### config.mk
export PLATFORM = sky130hd
export DESIGN_NAME = lrs_top
export DESIGN_NICKNAME = d
export VERILOG_FILES = /design/src/design/lrs_sync.v /design/src/design/lrs_seq.v /design/src/design/lrs_top.v
export VERILOG_INCLUDE_DIRS = /design/src /design/src/design
export SDC_FILE = /design/constraint.sdc
export NUM_CORES = 1
export LEC_CHECK = 0
export BUFFER_PORTS_ARGS = -buffer_cell sky130_fd_sc_hd__buf_2
export CAP_MARGIN = 20
export CORE_MARGIN = 2
export CORE_UTILIZATION = 39
export CTS_CLUSTER_DIAMETER = 80
export DETAILED_ROUTE_END_ITERATION = 10
export MAX_ROUTING_LAYER = met4
export PLACE_DENSITY = 0.66
export SYNTH_ARGS = -nofsm -noshare
export SYNTH_HDL_FRONTEND = slang
export SYNTH_SLANG_ARGS = --single-unit
### constraint.sdc
create_clock -name pclk -period 4.5 [get_ports pclk]
set_input_delay 0.225 -clock pclk [delete_from_list [all_inputs] [get_ports pclk]]
set_output_delay 0.225 -clock pclk [all_outputs]
set_load 0.05 [all_outputs]
### src/design/lrs_defs.vh
// Register map, field layout, defaults and timing for the regulator sequencing block
`ifndef LRS_DEFS_VH
`define LRS_DEFS_VH

// ----------------------------------------------------------------
// Register indices (byte address is four times the index)
// ----------------------------------------------------------------
`define LRS_IDX_C_CTL 10'h0ce
`define LRS_IDX_C_FS 10'h0cf
`define LRS_IDX_C_HIB 10'h0d0
`define LRS_IDX_D_CTL 10'h0d1
`define LRS_IDX_D_FS 10'h0d2
`define LRS_IDX_D_HIB 10'h0d3
`define LRS_IDX_SYS 10'h0e0
`define LRS_IDX_STAT 10'h0e1

// ----------------------------------------------------------------
// Field positions
// ----------------------------------------------------------------
`define LRS_F_ACT 15:14
`define LRS_F_ACT_SYS 15
`define LRS_F_ENSLOT 13:10
`define LRS_F_SDSLOT 9:6
`define LRS_F_HMODE 13:12
`define LRS_F_HTRIG 9:8
`define LRS_F_VCODE 4:0
`define LRS_F_SWI 14
`define LRS_F_FLOAT 10
`define LRS_F_UPREQ 0
`define LRS_F_DNREQ 1
`define LRS_F_HIBBIT 2

// ----------------------------------------------------------------
// Writable masks and defaults
// ----------------------------------------------------------------
`define LRS_MASK_FS 16'hffc0
`define LRS_MASK_HIB 16'h331f
`define LRS_MASK_CTL 16'h441f
`define LRS_DEF_FS 16'h0000
`define LRS_DEF_HIB 16'h001c
`define LRS_DEF_CTL 16'h001b

// ----------------------------------------------------------------
// Codes
// ----------------------------------------------------------------
`define LRS_ACT_REG 2'b01
`define LRS_SLOT_NONE 4'h0
`define LRS_SLOT_FIRST 4'h1
`define LRS_SLOT_LAST 4'he
`define LRS_SLOT_ACTIVE 4'hf
`define LRS_HMODE_OFF 2'b01
`define LRS_TRIG_BIT 2'b00
`define LRS_TRIG_P1 2'b01
`define LRS_TRIG_P2 2'b10

// ----------------------------------------------------------------
// Voltage encoding in millivolts
// ----------------------------------------------------------------
`define LRS_MV_LO_BASE 12'h384
`define LRS_MV_LO_STEP 12'h032
`define LRS_MV_HI_BASE 12'h708
`define LRS_MV_HI_STEP 12'h064

// ----------------------------------------------------------------
// Timing
// ----------------------------------------------------------------
`define LRS_CLK_NS 25
`define LRS_SLOT_NS 2000000
`define LRS_SLOT_CYCLES (`LRS_SLOT_NS / `LRS_CLK_NS)

`endif

### src/design/lrs_sync.v
// Two-flop synchroniser for asynchronous pin inputs
`timescale 1ns/1ps
module lrs_sync #(
  parameter W = 1
) (
  // Clock and reset
  input wire pclk,
  input wire presetn,
  // Data
  input wire [W-1:0] d,
  output reg [W-1:0] q
);
  reg [W-1:0] meta_r;

  always @(posedge pclk or negedge presetn) begin
    if (!presetn) begin
      meta_r <= {W{1'b0}};
      q <= {W{1'b0}};
    end else begin
      meta_r <= d;
      q <= meta_r;
    end
  end
endmodule // lrs_sync

### src/design/lrs_seq.v
// Time-slot counter for power-up and power-down ordering
`timescale 1ns/1ps
`include "lrs_defs.vh"
module lrs_seq #(
  parameter [23:0] SLOT_CYCLES = `LRS_SLOT_CYCLES
) (
  // Clock and reset
  input wire pclk,
  input wire presetn,
  // Control
  input wire start,
  input wire stop,
  // Slot progress
  output reg [3:0] slot,
  output reg tick,
  output reg done
);
  reg run_r;
  reg [23:0] cnt_r;

  always @(posedge pclk or negedge presetn) begin
    if (!presetn) begin
      run_r <= 1'b0;
      cnt_r <= 24'h00_0000;
      slot <= `LRS_SLOT_NONE;
      tick <= 1'b0;
      done <= 1'b0;
    end else begin
      tick <= 1'b0;
      done <= 1'b0;
      if (stop) begin
        run_r <= 1'b0;
        slot <= `LRS_SLOT_NONE;
      end else if (start) begin
        run_r <= 1'b1;
        cnt_r <= 24'h00_0000;
        slot <= `LRS_SLOT_FIRST;
        tick <= 1'b1;
      end else if (run_r) begin
        if (cnt_r == SLOT_CYCLES - 24'h00_0001) begin
          cnt_r <= 24'h00_0000;
          if (slot == `LRS_SLOT_LAST) begin
            run_r <= 1'b0;
            slot <= `LRS_SLOT_NONE;
            done <= 1'b1;
          end else begin
            slot <= slot + 4'h1;
            tick <= 1'b1;
          end
        end else begin
          cnt_r <= cnt_r + 24'h00_0001;
        end
      end
    end
  end
endmodule // lrs_seq

### src/design/lrs_top.v
// Sequencing, fault and hibernate control for regulators C and D with APB registers
//
// Summary of operation
// - Fault raises interrupt; action field picks extra step.
// - Action codes 10 and 11 shut system down too.
// - Startup slot 0 stays off, 1-14 numbered.
// - Startup code 15 enables on entering ACTIVE.
// - Fourteen slots for both startup and shutdown.
// - Shutdown slot 0/15 means off at OFF.
// - Hibernate uses image voltage or disables output.
// - Hibernate source: register bit or pin 1-3.
// - Voltage code: 50 mV then 100 mV steps.
// - Normal code counts only outside hibernate and switch mode.
// - Switch mode ignores the voltage code.
// - Disabled output discharged unless float bit set.
// - All regulators off forces discharge of all.
// - System shutdown restores fixed field defaults.
`timescale 1ns/1ps
`include "lrs_defs.vh"
module lrs_top #(
  parameter [23:0] SLOT_CYCLES = `LRS_SLOT_CYCLES
) (
  // Clock and reset
  input wire pclk,
  input wire presetn,
  // APB slave
  input wire psel,
  input wire penable,
  input wire pwrite,
  input wire [11:0] paddr,
  input wire [31:0] pwdata,
  output reg [31:0] prdata,
  output reg pready,
  output reg pslverr,
  // Pins
  input wire low_power_pin_1,
  input wire low_power_pin_2,
  input wire low_power_pin_3,
  input wire fault_c,
  input wire fault_d,
  input wire others_off,
  // Regulator C
  output reg reg_c_on,
  output reg reg_c_discharge,
  output reg reg_c_switch,
  output reg [11:0] reg_c_mv,
  output reg reg_c_irq,
  // Regulator D
  output reg reg_d_on,
  output reg reg_d_discharge,
  output reg reg_d_switch,
  output reg [11:0] reg_d_mv,
  output reg reg_d_irq,
  // System
  output reg sys_shutdown
);
  localparam [1:0] ST_OFF = 2'b00;
  localparam [1:0] ST_UP = 2'b01;
  localparam [1:0] ST_ACT = 2'b10;
  localparam [1:0] ST_DOWN = 2'b11;

  // ----------------------------------------------------------------
  // Functions
  // ----------------------------------------------------------------
  function [11:0] lrs_mv;
    input [4:0] c;
    lrs_mv = c[4] ? `LRS_MV_HI_BASE + ({8'h00, c[3:0]} * `LRS_MV_HI_STEP) :
                    `LRS_MV_LO_BASE + ({8'h00, c[3:0]} * `LRS_MV_LO_STEP);
  endfunction

  function lrs_hib_src;
    input [1:0] trig;
    input hib_bit;
    input [2:0] pins;
    begin
      case (trig)
        `LRS_TRIG_BIT: lrs_hib_src = hib_bit;
        `LRS_TRIG_P1: lrs_hib_src = pins[0];
        `LRS_TRIG_P2: lrs_hib_src = pins[1];
        default: lrs_hib_src = pins[2];
      endcase
    end
  endfunction

  // ----------------------------------------------------------------
  // Pin synchronisers
  // ----------------------------------------------------------------
  wire [2:0] lp_s;
  wire [2:0] flt_s;
  reg [1:0] flt_d_r;

  lrs_sync #(.W(3)) u_lp_sync (
    .pclk(pclk),
    .presetn(presetn),
    .d({low_power_pin_3, low_power_pin_2, low_power_pin_1}),
    .q(lp_s)
  );

  lrs_sync #(.W(3)) u_flt_sync (
    .pclk(pclk),
    .presetn(presetn),
    .d({others_off, fault_d, fault_c}),
    .q(flt_s)
  );

  // ----------------------------------------------------------------
  // Registers and state
  // ----------------------------------------------------------------
  reg [15:0] c_ctl_r, c_fs_r, c_hib_r, d_ctl_r, d_fs_r, d_hib_r;
  reg hib_bit_r;
  reg [1:0] state_r;
  reg en_c_r, en_d_r;
  reg up_req_r, dn_req_r;

  wire [1:0] flt_rise = flt_s[1:0] & ~flt_d_r;
  wire act_c_sys = flt_rise[0] & c_fs_r[`LRS_F_ACT_SYS];
  wire act_d_sys = flt_rise[1] & d_fs_r[`LRS_F_ACT_SYS];
  wire act_c_reg = flt_rise[0] & (c_fs_r[`LRS_F_ACT] == `LRS_ACT_REG);
  wire act_d_reg = flt_rise[1] & (d_fs_r[`LRS_F_ACT] == `LRS_ACT_REG);
  wire sys_sd = act_c_sys | act_d_sys;

  // ----------------------------------------------------------------
  // Slot sequencer
  // ----------------------------------------------------------------
  wire [3:0] slot;
  wire tick;
  wire done;
  wire seq_start = (state_r == ST_OFF && up_req_r) || (state_r == ST_ACT && dn_req_r);

  lrs_seq #(.SLOT_CYCLES(SLOT_CYCLES)) u_seq (
    .pclk(pclk),
    .presetn(presetn),
    .start(seq_start & ~sys_sd),
    .stop(sys_sd),
    .slot(slot),
    .tick(tick),
    .done(done)
  );

  // ----------------------------------------------------------------
  // APB access
  // ----------------------------------------------------------------
  wire [9:0] idx = paddr[11:2];
  wire wr_en = psel & penable & pready & pwrite;
  reg hit;
  reg [31:0] rd_nxt;

  always @* begin
    hit = (paddr[1:0] == 2'b00);
    rd_nxt = 32'h0000_0000;
    case (idx)
      `LRS_IDX_C_CTL: rd_nxt = {16'h0000, c_ctl_r};
      `LRS_IDX_C_FS: rd_nxt = {16'h0000, c_fs_r};
      `LRS_IDX_C_HIB: rd_nxt = {16'h0000, c_hib_r};
      `LRS_IDX_D_CTL: rd_nxt = {16'h0000, d_ctl_r};
      `LRS_IDX_D_FS: rd_nxt = {16'h0000, d_fs_r};
      `LRS_IDX_D_HIB: rd_nxt = {16'h0000, d_hib_r};
      `LRS_IDX_SYS: rd_nxt = {29'h0000_0000, hib_bit_r, dn_req_r, up_req_r};
      `LRS_IDX_STAT: rd_nxt = {22'h00_0000, slot, reg_d_discharge, reg_c_discharge,
                               reg_d_on, reg_c_on, state_r};
      default: hit = 1'b0;
    endcase
  end

  always @(posedge pclk or negedge presetn) begin
    if (!presetn) begin
      pready <= 1'b0;
      pslverr <= 1'b0;
      prdata <= 32'h0000_0000;
    end else begin
      pready <= psel & ~penable;
      pslverr <= psel & ~penable & ~hit;
      if (psel & ~penable & ~pwrite & hit) begin
        prdata <= rd_nxt;
      end
    end
  end

  // ----------------------------------------------------------------
  // Configuration registers, reloaded on system shutdown
  // ----------------------------------------------------------------
  always @(posedge pclk or negedge presetn) begin
    if (!presetn) begin
      c_ctl_r <= `LRS_DEF_CTL;
      c_fs_r <= `LRS_DEF_FS;
      c_hib_r <= `LRS_DEF_HIB;
      d_ctl_r <= `LRS_DEF_CTL;
      d_fs_r <= `LRS_DEF_FS;
      d_hib_r <= `LRS_DEF_HIB;
      hib_bit_r <= 1'b0;
      up_req_r <= 1'b0;
      dn_req_r <= 1'b0;
    end else if (sys_sd) begin
      c_ctl_r <= `LRS_DEF_CTL;
      c_fs_r <= `LRS_DEF_FS;
      c_hib_r <= `LRS_DEF_HIB;
      d_ctl_r <= `LRS_DEF_CTL;
      d_fs_r <= `LRS_DEF_FS;
      d_hib_r <= `LRS_DEF_HIB;
      hib_bit_r <= 1'b0;
      up_req_r <= 1'b0;
      dn_req_r <= 1'b0;
    end else begin
      if (seq_start) begin
        up_req_r <= 1'b0;
        dn_req_r <= 1'b0;
      end
      if (wr_en && paddr[1:0] == 2'b00) begin
        case (idx)
          `LRS_IDX_C_CTL: c_ctl_r <= pwdata[15:0] & `LRS_MASK_CTL;
          `LRS_IDX_C_FS: c_fs_r <= pwdata[15:0] & `LRS_MASK_FS;
          `LRS_IDX_C_HIB: c_hib_r <= pwdata[15:0] & `LRS_MASK_HIB;
          `LRS_IDX_D_CTL: d_ctl_r <= pwdata[15:0] & `LRS_MASK_CTL;
          `LRS_IDX_D_FS: d_fs_r <= pwdata[15:0] & `LRS_MASK_FS;
          `LRS_IDX_D_HIB: d_hib_r <= pwdata[15:0] & `LRS_MASK_HIB;
          `LRS_IDX_SYS: begin
            hib_bit_r <= pwdata[`LRS_F_HIBBIT];
            if (pwdata[`LRS_F_UPREQ]) begin
              up_req_r <= 1'b1;
            end
            if (pwdata[`LRS_F_DNREQ]) begin
              dn_req_r <= 1'b1;
            end
          end
          default: ;
        endcase
      end
    end
  end

  // ----------------------------------------------------------------
  // Power state machine and enables
  // ----------------------------------------------------------------
  always @(posedge pclk or negedge presetn) begin
    if (!presetn) begin
      state_r <= ST_OFF;
      en_c_r <= 1'b0;
      en_d_r <= 1'b0;
      flt_d_r <= 2'b00;
      reg_c_irq <= 1'b0;
      reg_d_irq <= 1'b0;
      sys_shutdown <= 1'b0;
    end else begin
      flt_d_r <= flt_s[1:0];
      reg_c_irq <= flt_rise[0];
      reg_d_irq <= flt_rise[1];
      sys_shutdown <= sys_sd;
      if (sys_sd) begin
        state_r <= ST_OFF;
        en_c_r <= 1'b0;
        en_d_r <= 1'b0;
      end else begin
        case (state_r)
          ST_OFF: begin
            if (up_req_r) begin
              state_r <= ST_UP;
            end
          end
          ST_UP: begin
            if (tick && c_fs_r[`LRS_F_ENSLOT] == slot) begin
              en_c_r <= 1'b1;
            end
            if (tick && d_fs_r[`LRS_F_ENSLOT] == slot) begin
              en_d_r <= 1'b1;
            end
            if (done) begin
              state_r <= ST_ACT;
              if (c_fs_r[`LRS_F_ENSLOT] == `LRS_SLOT_ACTIVE) begin
                en_c_r <= 1'b1;
              end
              if (d_fs_r[`LRS_F_ENSLOT] == `LRS_SLOT_ACTIVE) begin
                en_d_r <= 1'b1;
              end
            end
          end
          ST_ACT: begin
            if (dn_req_r) begin
              state_r <= ST_DOWN;
            end
          end
          ST_DOWN: begin
            if (tick && c_fs_r[`LRS_F_SDSLOT] == slot) begin
              en_c_r <= 1'b0;
            end
            if (tick && d_fs_r[`LRS_F_SDSLOT] == slot) begin
              en_d_r <= 1'b0;
            end
            if (done) begin
              state_r <= ST_OFF;
              en_c_r <= 1'b0;
              en_d_r <= 1'b0;
            end
          end
          default: state_r <= ST_OFF;
        endcase
        if (act_c_reg) begin
          en_c_r <= 1'b0;
        end
        if (act_d_reg) begin
          en_d_r <= 1'b0;
        end
      end
    end
  end

  // ----------------------------------------------------------------
  // Hibernate, voltage and discharge outputs
  // ----------------------------------------------------------------
  wire hib_c = (state_r == ST_ACT) & lrs_hib_src(c_hib_r[`LRS_F_HTRIG], hib_bit_r, lp_s);
  wire hib_d = (state_r == ST_ACT) & lrs_hib_src(d_hib_r[`LRS_F_HTRIG], hib_bit_r, lp_s);
  wire on_c = en_c_r & ~(hib_c & c_hib_r[`LRS_F_HMODE] == `LRS_HMODE_OFF);
  wire on_d = en_d_r & ~(hib_d & d_hib_r[`LRS_F_HMODE] == `LRS_HMODE_OFF);
  wire all_off = ~on_c & ~on_d & flt_s[2];
  wire [4:0] code_c = hib_c ? c_hib_r[`LRS_F_VCODE] : c_ctl_r[`LRS_F_VCODE];
  wire [4:0] code_d = hib_d ? d_hib_r[`LRS_F_VCODE] : d_ctl_r[`LRS_F_VCODE];

  always @(posedge pclk or negedge presetn) begin
    if (!presetn) begin
      reg_c_on <= 1'b0;
      reg_d_on <= 1'b0;
      reg_c_discharge <= 1'b0;
      reg_d_discharge <= 1'b0;
      reg_c_switch <= 1'b0;
      reg_d_switch <= 1'b0;
      reg_c_mv <= 12'h000;
      reg_d_mv <= 12'h000;
    end else begin
      reg_c_on <= on_c;
      reg_d_on <= on_d;
      reg_c_discharge <= ~on_c & (~c_ctl_r[`LRS_F_FLOAT] | all_off);
      reg_d_discharge <= ~on_d & (~d_ctl_r[`LRS_F_FLOAT] | all_off);
      reg_c_switch <= c_ctl_r[`LRS_F_SWI];
      reg_d_switch <= d_ctl_r[`LRS_F_SWI];
      reg_c_mv <= c_ctl_r[`LRS_F_SWI] ? 12'h000 : lrs_mv(code_c);
      reg_d_mv <= d_ctl_r[`LRS_F_SWI] ? 12'h000 : lrs_mv(code_d);
    end
  end
endmodule // lrs_top

==> qor.txt, run 1 <==
status = complete, no violations
Power Dens Cells = 331.8 mW/mm^2
Least-Margin Pin Slew = 832.1 ps
first-pass GRT wire length = 35020 microns
post-synthesis simple-gate area fraction = 0.2197
Die Area = 0.02240 sq mm
peak supply drop = 0.0002598 V
count leader, synth = dfrtp_1
xor/xnor share of the synthesized area = 0.05609
share of cells above drive strength 1 = 0.1730
final instance area = 0.009627 sq mm
die width = 149.7 microns
Routed WL = 21880 microns
Max FO, Critical Path = 8
largest family of logic cells by synthesized area = simple AND/OR/NAND/NOR gates
Layout Utilization = 0.4594
fraction of registers with async set or reset after synthesis = 1.000
GRT overflow = 0
HPWL after DPL = 15370 microns
post-synth top area share = 0.4203
post-cts resize count = 0
Starting Density = 0.3949
placed insts = 1211
fin nets = 1042
DRT iter0 DRCs = 636
Top FF cell, synth = dfrtp_1
CTS root buffer = clkbuf_16
H-tree depth = 4
Tot GR Track Use = 0.2073
adder-cell share of the synthesized area = 0.03659
Via-to-Cell Ratio = 5.524
routed len/inst = 17.44 microns
antenna violations before repair = 2
CTS Buffer Depth = 2
port bufs = 86
first drt pass iteration count = 8
multiplexer share of the synthesized area = 0.04642
clock transition at the registers of the reported paths = 60 ps
Synth area leader = dfrtp_1
Final min period = 4163 ps
CTS tree = done
unrepaired setup endpoints after global routing = no
worst min path class = in2reg
synth cell count leaders = dfrtp_1 (139), nand2_1 (106), nor2_1 (77)
setup skew after layout = 13.71 ps
I/O pin cnt = 122
Gate Count Post-Synth = 879
core region area = 0.02096 sq mm
Cell Area, Placed = 0.008900 sq mm
Inserted Clock Buffers = 17
via count = 6932
area of the multi-input gates = 0.004078 sq mm
Post-synth EDFFs = 0
CP Class = reg2reg
CP arrival = 4510 ps
Clk Latency, worst-skew pair = 440 ps
post-route ant nets = 0
drc violations = 0
Fin. Hold Viols = 0
Die Y = 149.7 microns
Peak Freq = 240.2 MHz
final worst setup slack = 337.0 ps
Critical Path RT = 4850 ps
FF+latch count, synth = 153
CTS sink count = 153
yosys warns = 0
vias in the first global route = 6606
max-slew violations = 0
Synth Area in Compound Gates = 0.1252
GP Congestion = 0.8840
Synth-to-Final Area Change = 16.33%
Non-Filler Instances = 1255
Fin Setup TNS = 0 ps
relative slew slack = 0.4453
post-synthesis sequential area ratio = 0.4648
largest net degree at the start of global routing = 90
final setup fails = 0
# rows = 53
most area-consuming cells after synthesis = dfrtp_1 (42%), nand2_1 (4.8%), nand3_1 (4.6%)
sequential cell area = 0.003846 sq mm
crit path launch type = flop
Post-Place Setup Slack = 393.2 ps
fill cell count = 2053
Distinct cells, synth = 68
CP Capture Type = flop
fin crit share = 0.9251
Max Cap Viol = 0
Leakage = 0.004288 uW
mapped cell area = 0.008275 sq mm
Mapped Avg Cell Area = 9.415 sq um
-- layout by cell type (no fill, tap or decap), types with 18 or more instances in the layout --
cell       n
dfrtp_1  139
conb_1    18
xor2_1    30
nand3_1   76
nand2_1  106
buf_2     85
xnor2_1   23
mux2i_1   29
nor3_1    23
ha_1      21
a21oi_1   62
inv_1     27
nor2_1    77
-- state kept, by name (all words and copies together), names as in the netlist, 9 cells and up --
register     flops
d_fs_r          10
reg_d_mv        11
c_fs_r          10
d_hib_r          9
reg_c_mv        11
prdata          16
c_hib_r          9
u_seq.cnt_r     24
-- worst max-delay path, stage by stage (launching register included) --
cell and delay (ps):
dfrtp_1 430, inv_1 90, ha_1 300, and2_1 220, a22oi_2 470, mux2i_1 380
inv_1 100, ha_1 300, ha_1 160, inv_1 60, fa_1 550, nor3_1 80
mux2i_1 310, nand3_1 240, xor2_1 210, a21oi_1 170
-- metal layers --
layer / up-vias / GRT usage / share of wire
met1: 3414 / 0.2701 / 0.44
li1: 3261 / - / -
met3: 32 / 0.05091 / 0.062
met5: - / - / 0
met4: 0 / 0.06604 / 0.018
met2: 225 / 0.3195 / 0.48
-- final cells by class --
| class | count | area share |
|---|---|---|
| diodes | 3 | 0.0007798 |
| clock buffers | 22 | 0.05030 |
| clock inverters | 10 | 0.01456 |
| inverters | 28 | 0.01092 |
| multi-input cells | 657 | 0.4236 |
| flip-flops and latches | 153 | 0.3995 |
| well taps | 275 | 0.03574 |
| repair buffers | 107 | 0.06460 |
-- repair_timing --
action | in CTS | in global routing
hold buffers | 8 | 0
endpoints found under the hold margin | 89 | 0
setup buffers | 0 | 0
-- metrics by stage --
step	hold WS, ps	power [uW]
2_1_floorplan	-70.59	1621
3_3_place_gp	332.5	1696
3_5_place_dp	334.3	1704
4_1_cts	36.49	3222
5_1_grt	43.72	3313
6_report	44.80	3195
-- report_power, final --
part	internal [uW]	switching (uW)	leakage, uW
combinational	82.0	179	0.00202
clock	932	578	0.000299
sequential	1400	23.6	0.00197
-- cell families (layout without fill, tap and decap cells) --
group | Yosys count | after routing
flip-flops | 153 | 153
other | 1 | 21
AO/OA/AOI/OAI | 157 | 157
adder cells (fa/ha/maj) | 23 | 23
AND/OR/NAND/NOR | 370 | 370
multiplexers | 36 | 36
XOR/XNOR | 53 | 53
buffers and inverters | 86 | 167
-- worst paths after layout --
| kind | from | end | slack (ps) | depth (start not counted) |
|---|---|---|---|---|
| setup / recovery | state_r[0] | reg_d_mv[9] | 340 | 15 |
| hold / removal | pwdata[3] | c_ctl_r[3] | 40 | 3 |
| setup reg to reg | state_r[0] | reg_d_mv[9] | 340 | 15 |
| hold reg to reg | u_lp_sync.meta_r[0] | u_lp_sync.q[0] | 350 | 0 |
| max in group asynchronous | presetn | d_ctl_r[1] | 3070 | 3 |
| min in group asynchronous | presetn | reg_d_switch | 420 | 2 |
Note: power is estimated with default switching activity, not from simulation.
==> inputs of run 2 (changes only) <==
--- a/config.mk
+++ b/config.mk
@@ -12,6 +12,7 @@
 export CORE_UTILIZATION = 39
 export CTS_CLUSTER_DIAMETER = 80
 export DETAILED_ROUTE_END_ITERATION = 10
+export HOLD_SLACK_MARGIN = 0.15
 export MAX_ROUTING_LAYER = met4
 export PLACE_DENSITY = 0.66
 export SYNTH_ARGS = -nofsm -noshare
==> constraint.sdc (replaced) <==
create_clock -name pclk -period 4.29 [get_ports pclk]
set_input_delay 0.2145 -clock pclk [delete_from_list [all_inputs] [get_ports pclk]]
set_output_delay 0.2145 -clock pclk [all_outputs]
set_load 0.05 [all_outputs]
==> run 2 against run 1 <==
  * Utilization increased by 0.76 points
  * Power grew 1.6%
  * Final area up 1.7%
  * Critical path depth increased by 1
  * Setup slack lost 16 ps
  * Maximum frequency is 4.9% higher
  * Count of clock-buffer cells in the layout shrank 5
  * Largest power group is now sequential cells
  * Register-to-register slack worse by 20 ps
  * Flip-flop and latch count unchanged
  * Final cell count is 1.5% higher
  * Highest routed layer unchanged
  * Non-clock buffer count up 20
==> qor.txt, run 2 (same netlist as run 1, synthesis figures left out) <==
first-pass GRT wire length = 35330 microns (was 35020 microns)
placed insts = 1214 (was 1211)
Starting Density = 0.3949 (unchanged)
crit path cell chain = inv_1 -> ha_2 -> nor2b_1 -> a22o_1 -> mux2i_1 -> inv_1 -> ha_1 -> ha_1 -> inv_1 -> fa_1 -> nor2b_1 -> nor2_1 -> xnor2_1 -> o32ai_1 -> nor3_1 -> a211oi_1 (was inv_1 -> ha_1 -> and2_1 -> a22oi_2 -> mux2i_1 -> inv_1 -> ha_1 -> ha_1 -> inv_1 -> fa_1 -> nor3_1 -> mux2i_1 -> nand3_1 -> xor2_1 -> a21oi_1)
busiest grt layer = met2 (unchanged)
crit path launch type = flop (unchanged)
Synth-to-Final Area Change = 18.25% (was 16.33%)
antenna violations before repair = 1 (was 2)
CTS Buffer Depth = 2 (unchanged)
Max FO, Critical Path = 8 (unchanged)
routed len/inst = 17.22 microns (was 17.44 microns)
peak supply drop = 0.0003035 V (was 0.0002598 V)
Power Dens Cells = 331.7 mW/mm^2 (was 331.8 mW/mm^2)
Fin Setup TNS = 0 ps (unchanged)
grt met2 use = 0.3179 (was 0.3195)
first drt pass iteration count = 5 (was 8)
final setup fails = 0 (unchanged)
drc violations = 0 (unchanged)
Critical Path RT = 4620 ps (was 4850 ps)
GRT met3 Usage = 0.03811 (was 0.05091)
I/O pin cnt = 122 (unchanged)
worst hold slack = 150.5 ps (was 44.80 ps)
Die Area = 0.02240 sq mm (unchanged)
largest registers = u_seq.cnt_r x24, prdata x16 (unchanged)
Routed WL = 21940 microns (was 21880 microns)
fin crit share = 0.9251 (about the same)
HPWL after DPL = 15360 microns (was 15370 microns)
CTS root buffer = clkbuf_16 (unchanged)
# rows = 53 (unchanged)
worst min path class = in2async (was in2reg)
GRT overflow = 0 (unchanged)
slowest CP cell = dfrtp_1 (was fa_1)
CP arrival = 4300 ps (was 4510 ps)
Via-to-Cell Ratio = 5.471 (was 5.524)
Peak Freq = 252.0 MHz (was 240.2 MHz)
max-slew violations = 0 (unchanged)
Crit path max-delay family = adder cells (unchanged)
Buf+Inv Stages, Crit Path = 3 (unchanged)
Least-Margin Pin Slew = 860.9 ps (was 832.1 ps)
status = complete, no violations (unchanged)
unrepaired setup endpoints after global routing = no (unchanged)
die width = 149.7 microns (unchanged)
relative slew slack = 0.4261 (was 0.4453)
Inserted Clock Buffers = 17 (unchanged)
fill cell count = 2012 (was 2053)
core region area = 0.02096 sq mm (unchanged)
most flop-heavy register = u_seq.cnt_r (unchanged)
vias in the first global route = 6645 (was 6606)
met1 usage = 0.2812 (was 0.2701)
H-tree depth = 4 (unchanged)
cell with the most instances on the worst path = inv_1
setup skew after layout = 11.78 ps (was 13.71 ps)
Tot GR Track Use = 0.2086 (was 0.2073)
CTS sink count = 153 (unchanged)
Max Cap Viol = 0 (unchanged)
Die Y = 149.7 microns (unchanged)
Non-Filler Instances = 1274 (was 1255)
Crit path largest cell delay = 440 ps (was 550 ps)
CP Class = reg2reg (unchanged)
DRT iter0 DRCs = 658 (was 636)
Leakage = 0.004360 uW (was 0.004288 uW)
most frequent cells in the layout = dfrtp_1 (139), nand2_1 (106), buf_2 (85), nor2_1 (77), nand3_1 (76) (unchanged)
CP Capture Type = flop (unchanged)
Clk Latency, worst-skew pair = 440 ps (about the same)
max reg flops = 24 (unchanged)
post-route ant nets = 0 (unchanged)
fin nets = 1062 (was 1042)
CTS tree = done (unchanged)
via count = 6970 (was 6932)
Final min period = 3969 ps (was 4163 ps)
clock transition at the registers of the reported paths = 70 ps (was 60 ps)
Layout Utilization = 0.4670 (was 0.4594)
largest net degree at the start of global routing = 110 (was 90)
GP Congestion = 0.9185 (was 0.8840)
port bufs = 86 (unchanged)
Fin. Hold Viols = 0 (unchanged)
most common cell after layout, fill and taps aside = dfrtp_1 (unchanged)
share of cells above drive strength 1 = 0.1775 (was 0.1730)
==> run 2: changes by cell type in the layout (fill, tap and decap cells not counted), sizes merged <==
cell / change
clkbuf: -5
bufinv: -2
dlygate4sd3: +16
inv: +5
diode: -1
clkinvlp: +1
buf: +4
clkinv: +1
==> run 2: through the flow <==
| stage | worst slack (ps) | total power (uW) | instance area (sq um) |
|---|---|---|---|
| after CTS | 281.6 | 3261 | 9728 |
| after detailed placement | 309.4 | 1786 | 8922 |
| after floorplan | 500.9 | 1700 | 8339 |
| final | 321.1 | 3246 | 9786 |
| after global placement | 447.9 | 1778 | 8922 |
| after global routing | 40.59 | 3368 | 9783 |
==> run 2: final timing paths <==
check,start,to,slack (ps),cells after the start
worst min-delay path,presetn,reg_d_switch,150,2
max in group asynchronous,presetn,u_seq.cnt_r[13],3070,4
worst max register to register,state_r[0],reg_d_mv[10],320,16
min in group pclk,paddr[0],pslverr,160,4
worst max-delay path,state_r[0],reg_d_mv[10],320,16
worst min register to register,u_flt_sync.meta_r[0],u_flt_sync.q[0],350,0
==> run 2: per-layer routing <==
layer  wire length (microns)  share of wire  vias up
li1                        -              -     3301
met1                    9897           0.45     3434
met2                   10340           0.47      201
met3                    1264          0.058       34
met4                     440          0.020        0
met5                       0              0        -
==> run 2: worst register-to-register path, cell delays in order, from the launching register on <==
cell and delay, ps:
dfrtp_1 440, inv_1 110, ha_2 260, nor2b_1 230, a22o_1 200, mux2i_1 420, inv_1 130, ha_1 310
ha_1 160, inv_1 50, fa_1 400, nor2b_1 220, nor2_1 110, xnor2_1 160, o32ai_1 340, nor3_1 80
a211oi_1 250
==> run 2: what timing repair did <==
item | CTS | global route
setup endpoints to repair | 0 | 4
endpoints found under the hold margin | 153 | 0
gates resized for setup | 0 | 4
buffers inserted | 0 | 1
hold buffers | 24 | 0
==> run 2: power by group <==
part | total, uW | switching [uW] | internal (uW)
Combinational | 293 | 193 | 100
Sequential | 1490 | 24.0 | 1470
Clock | 1460 | 654 | 807
==> run 2: final cells by class <==
type / instances / area [sq um] / share of cell area
inverters: 28 / 105.1 / 0.01074
flip-flops and latches: 153 / 3846 / 0.3930
repair buffers: 127 / 824.5 / 0.08426
clock inverters: 15 / 140.1 / 0.01432
diodes: 2 / 5.005 / 0.0005114
multi-input cells: 657 / 4095 / 0.4185
clock buffers: 17 / 425.4 / 0.04347
well taps: 275 / 344.1 / 0.03516
==> inputs of run 3 (changes only) <==
--- a/config.mk
+++ b/config.mk
@@ -8,13 +8,15 @@
 export LEC_CHECK = 0
 export BUFFER_PORTS_ARGS = -buffer_cell sky130_fd_sc_hd__buf_2
 export CAP_MARGIN = 20
+export CELL_PAD_IN_SITES_DETAIL_PLACEMENT = 0
+export CELL_PAD_IN_SITES_GLOBAL_PLACEMENT = 2
 export CORE_MARGIN = 2
-export CORE_UTILIZATION = 39
+export CORE_UTILIZATION = 36
 export CTS_CLUSTER_DIAMETER = 80
 export DETAILED_ROUTE_END_ITERATION = 10
 export HOLD_SLACK_MARGIN = 0.15
 export MAX_ROUTING_LAYER = met4
-export PLACE_DENSITY = 0.66
+export PLACE_DENSITY = 0.89
 export SYNTH_ARGS = -nofsm -noshare
 export SYNTH_HDL_FRONTEND = slang
 export SYNTH_SLANG_ARGS = --single-unit
==> run 3 against run 2 <==
  * Combinational power is essentially flat
  * Clock skew shrank 4.8 ps
  * Maximum frequency grew 0.44%
  * Sequential power is essentially flat
  * Highest routed layer unchanged
==> qor.txt, run 3 (same netlist as run 1, synthesis figures left out) <==
Inserted Clock Buffers = 17 (unchanged)
CTS tree = done (unchanged)
setup skew after layout = 6.945 ps (was 11.78 ps)
max reg flops = 24 (unchanged)
Leakage = 0.004395 uW (was 0.004360 uW)
first drt pass iteration count = 6 (was 5)
Starting Density = 0.3666 (was 0.3949)
first-pass GRT wire length = 36510 microns (was 35330 microns)
most frequent cells in the layout = dfrtp_1 (139), nand2_1 (106), buf_2 (85), nor2_1 (77), nand3_1 (76) (unchanged)
DRT iter0 DRCs = 598 (was 658)
crit path cell chain = inv_1 -> ha_2 -> nand2_1 -> o22ai_4 -> buf_4 -> mux2i_2 -> inv_1 -> ha_1 -> ha_1 -> inv_1 -> fa_1 -> nand3b_1 -> o21ai_0 -> mux2i_1 -> nand2_1 -> xnor2_1 -> a211oi_1 (was inv_1 -> ha_2 -> nor2b_1 -> a22o_1 -> mux2i_1 -> inv_1 -> ha_1 -> ha_1 -> inv_1 -> fa_1 -> nor2b_1 -> nor2_1 -> xnor2_1 -> o32ai_1 -> nor3_1 -> a211oi_1)
max-slew violations = 0 (unchanged)
CTS Buffer Depth = 2 (unchanged)
antenna violations before repair = 1 (unchanged)
relative slew slack = 0.3752 (was 0.4261)
sw frac = 0.2461 (was 0.2683)
Die Y = 155.6 microns (was 149.7 microns)
CTS sink count = 153 (unchanged)
final setup fails = 0 (unchanged)
most common cell after layout, fill and taps aside = dfrtp_1 (unchanged)
Post-Place Setup Slack = 212.0 ps (was 309.4 ps)
metal1 wirelength = 10870 microns (was 9897 microns)
CP Class = reg2reg (unchanged)
clock share of power = 0.483 (was 0.450)
post-route ant nets = 0 (unchanged)
drc violations = 0 (unchanged)
HPWL after DPL = 15900 microns (was 15360 microns)
Tot GR Track Use = 0.1974 (was 0.2086)
combinational share of power = 0.085 (was 0.090)
Final min period = 3951 ps (was 3969 ps)
die width = 155.6 microns (was 149.7 microns)
H-tree depth = 4 (unchanged)
Sequential Power Share = 0.432 (was 0.460)
Die Area = 0.02422 sq mm (was 0.02240 sq mm)
net switching power = 849.6 uW (was 870.8 uW)
fin nets = 1064 (was 1062)
via count = 6849 (was 6970)
unrepaired setup endpoints after global routing = yes (was no)
Crit path largest cell delay = 510 ps (was 440 ps)
Crit path max-delay family = adder cells (unchanged)
final worst setup slack = 338.6 ps (was 321.1 ps)
final instance area = 0.009868 sq mm (was 0.009786 sq mm)
Via-to-Cell Ratio = 5.334 (was 5.471)
crit path launch type = flop (unchanged)
CTS root buffer = clkbuf_16 (unchanged)
Synth-to-Final Area Change = 19.25% (was 18.25%)
most flop-heavy register = u_seq.cnt_r (unchanged)
Cell Int Power = 2602 uW (was 2375 uW)
worst min path class = in2reg (was in2async)
wire length on met3 = 909 microns (was 1264 microns)
uppermost layer routed = met4 (unchanged)
Fin. Hold Viols = 0 (unchanged)
Layout Utilization = 0.4372 (was 0.4670)
largest net degree at the start of global routing = 100 (was 110)
core region area = 0.02257 sq mm (was 0.02096 sq mm)
vias in the first global route = 6578 (was 6645)
slowest CP cell = fa_1 (was dfrtp_1)
Power Dens Cells = 349.8 mW/mm^2 (was 331.7 mW/mm^2)
I/O pin cnt = 122 (unchanged)
CP Capture Type = flop (unchanged)
Least-Margin Pin Slew = 937.2 ps (was 860.9 ps)
GP Congestion = 0.8520 (was 0.9185)
fin crit share = 0.9211 (was 0.9251)
Cell Area, Placed = 0.008950 sq mm (was 0.008922 sq mm)
Peak Freq = 253.1 MHz (was 252.0 MHz)
Met2 Wirelength = 10230 microns (was 10340 microns)
port bufs = 86 (unchanged)
Max FO, Critical Path = 8 (unchanged)
Buf+Inv Stages, Crit Path = 4 (was 3)
clock transition at the registers of the reported paths = 70 ps (about the same)
fill cell count = 2227 (was 2012)
GRT overflow = 0 (unchanged)
cell with the most instances on the worst path = inv_1 (unchanged)
Clk Latency, worst-skew pair = 420 ps (was 440 ps)
Critical Path RT = 4620 ps (about the same)
largest registers = u_seq.cnt_r x24, prdata x16 (unchanged)
routed len/inst = 17.44 microns (was 17.22 microns)
Routed WL = 22390 microns (was 21940 microns)
# rows = 55 (was 53)
CP arrival = 4280 ps (was 4300 ps)
peak supply drop = 0.0002202 V (was 0.0003035 V)
status = complete, no violations (unchanged)
share of cells above drive strength 1 = 0.1774 (was 0.1775)
Max Cap Viol = 0 (unchanged)
[run 3: cell count changes in the layout (fill, tap and decap cells not counted)]
cell,before,now
buf_4,16,19
inv_6,6,3
mux2i_2,2,1
bufinv_16,1,5
clkinv_2,2,1
clkinvlp_4,4,3
buf_16,1,0
mux2i_1,27,28
diode_2,2,1
[run 3: worst register-to-register path, stage by stage, from the launching register on]
cell and delay, ps:
dfrtp_1 440, inv_1 110, ha_2 260, nand2_1 110, o22ai_4 270, buf_4 230, mux2i_2 260, inv_1 70
ha_1 280, ha_1 160, inv_1 50, fa_1 510, nand3b_1 180, o21ai_0 90, mux2i_1 270, nand2_1 190
xnor2_1 160, a211oi_1 220
[run 3: worst paths after layout]
check | start | end | slack [ps] | depth (start not counted)
max | state_r[0] | reg_c_mv[10] | 340 | 17
min | paddr[1] | pslverr | 170 | 4
max reg2reg | state_r[0] | reg_c_mv[10] | 340 | 17
min reg2reg | u_flt_sync.meta_r[1] | u_flt_sync.q[1] | 350 | 0
max in group asynchronous | presetn | d_ctl_r[3] | 2780 | 3
min in group asynchronous | presetn | reg_d_irq | 480 | 2
[run 3: stage by stage]
stage	TNS [ps]	hold WS (ps)	power, uW	std cells
3_5_place_dp	0	323.8	1790	1226
6_report	0	172.9	3452	1284
2_1_floorplan	0	-81.09	1700	896
5_1_grt	-13.25	189.6	3582	1284
3_3_place_gp	0	323.9	1783	1226
4_1_cts	0	162.6	3483	1281
[run 3: timing repair]
| action | 4_1_cts | 5_1_grt |
|---|---|---|
| setup buffers | 0 | 2 |
| gates resized for setup | 0 | 3 |
| setup endpoints to repair | 0 | 6 |
| hold buffers | 24 | 0 |
| endpoints found under the hold margin | 147 | 0 |
[run 3: layout make-up]
cell class	count	area (sq um)	area share
inverter	28	105.1	0.01065
clock inverter	14	221.5	0.02244
sequential	153	3846	0.3898
antenna	1	2.502	0.0002536
clock buffer	17	425.4	0.04311
timing repair buffer	129	819.5	0.08305
multi-input combinational	657	4091	0.4146
tap	285	356.6	0.03614
[run 3: metal layers]
layer,track usage,vias up
met1,0.2794,3315
met5,-,-
met2,0.2941,197
met4,0.05898,0
met3,0.02944,27
li1,-,3310
[run 3: power groups by stage]
| stage | sequential [uW] | clock, uW | combinational, uW |
|---|---|---|---|
| finish | 1490 | 1670 | 293 |
| global placement | 1520 | 0 | 267 |
| detailed placement | 1520 | 0 | 273 |
| floorplan | 1530 | 0 | 170 |
| global route | 1490 | 1770 | 323 |
| CTS | 1490 | 1700 | 291 |
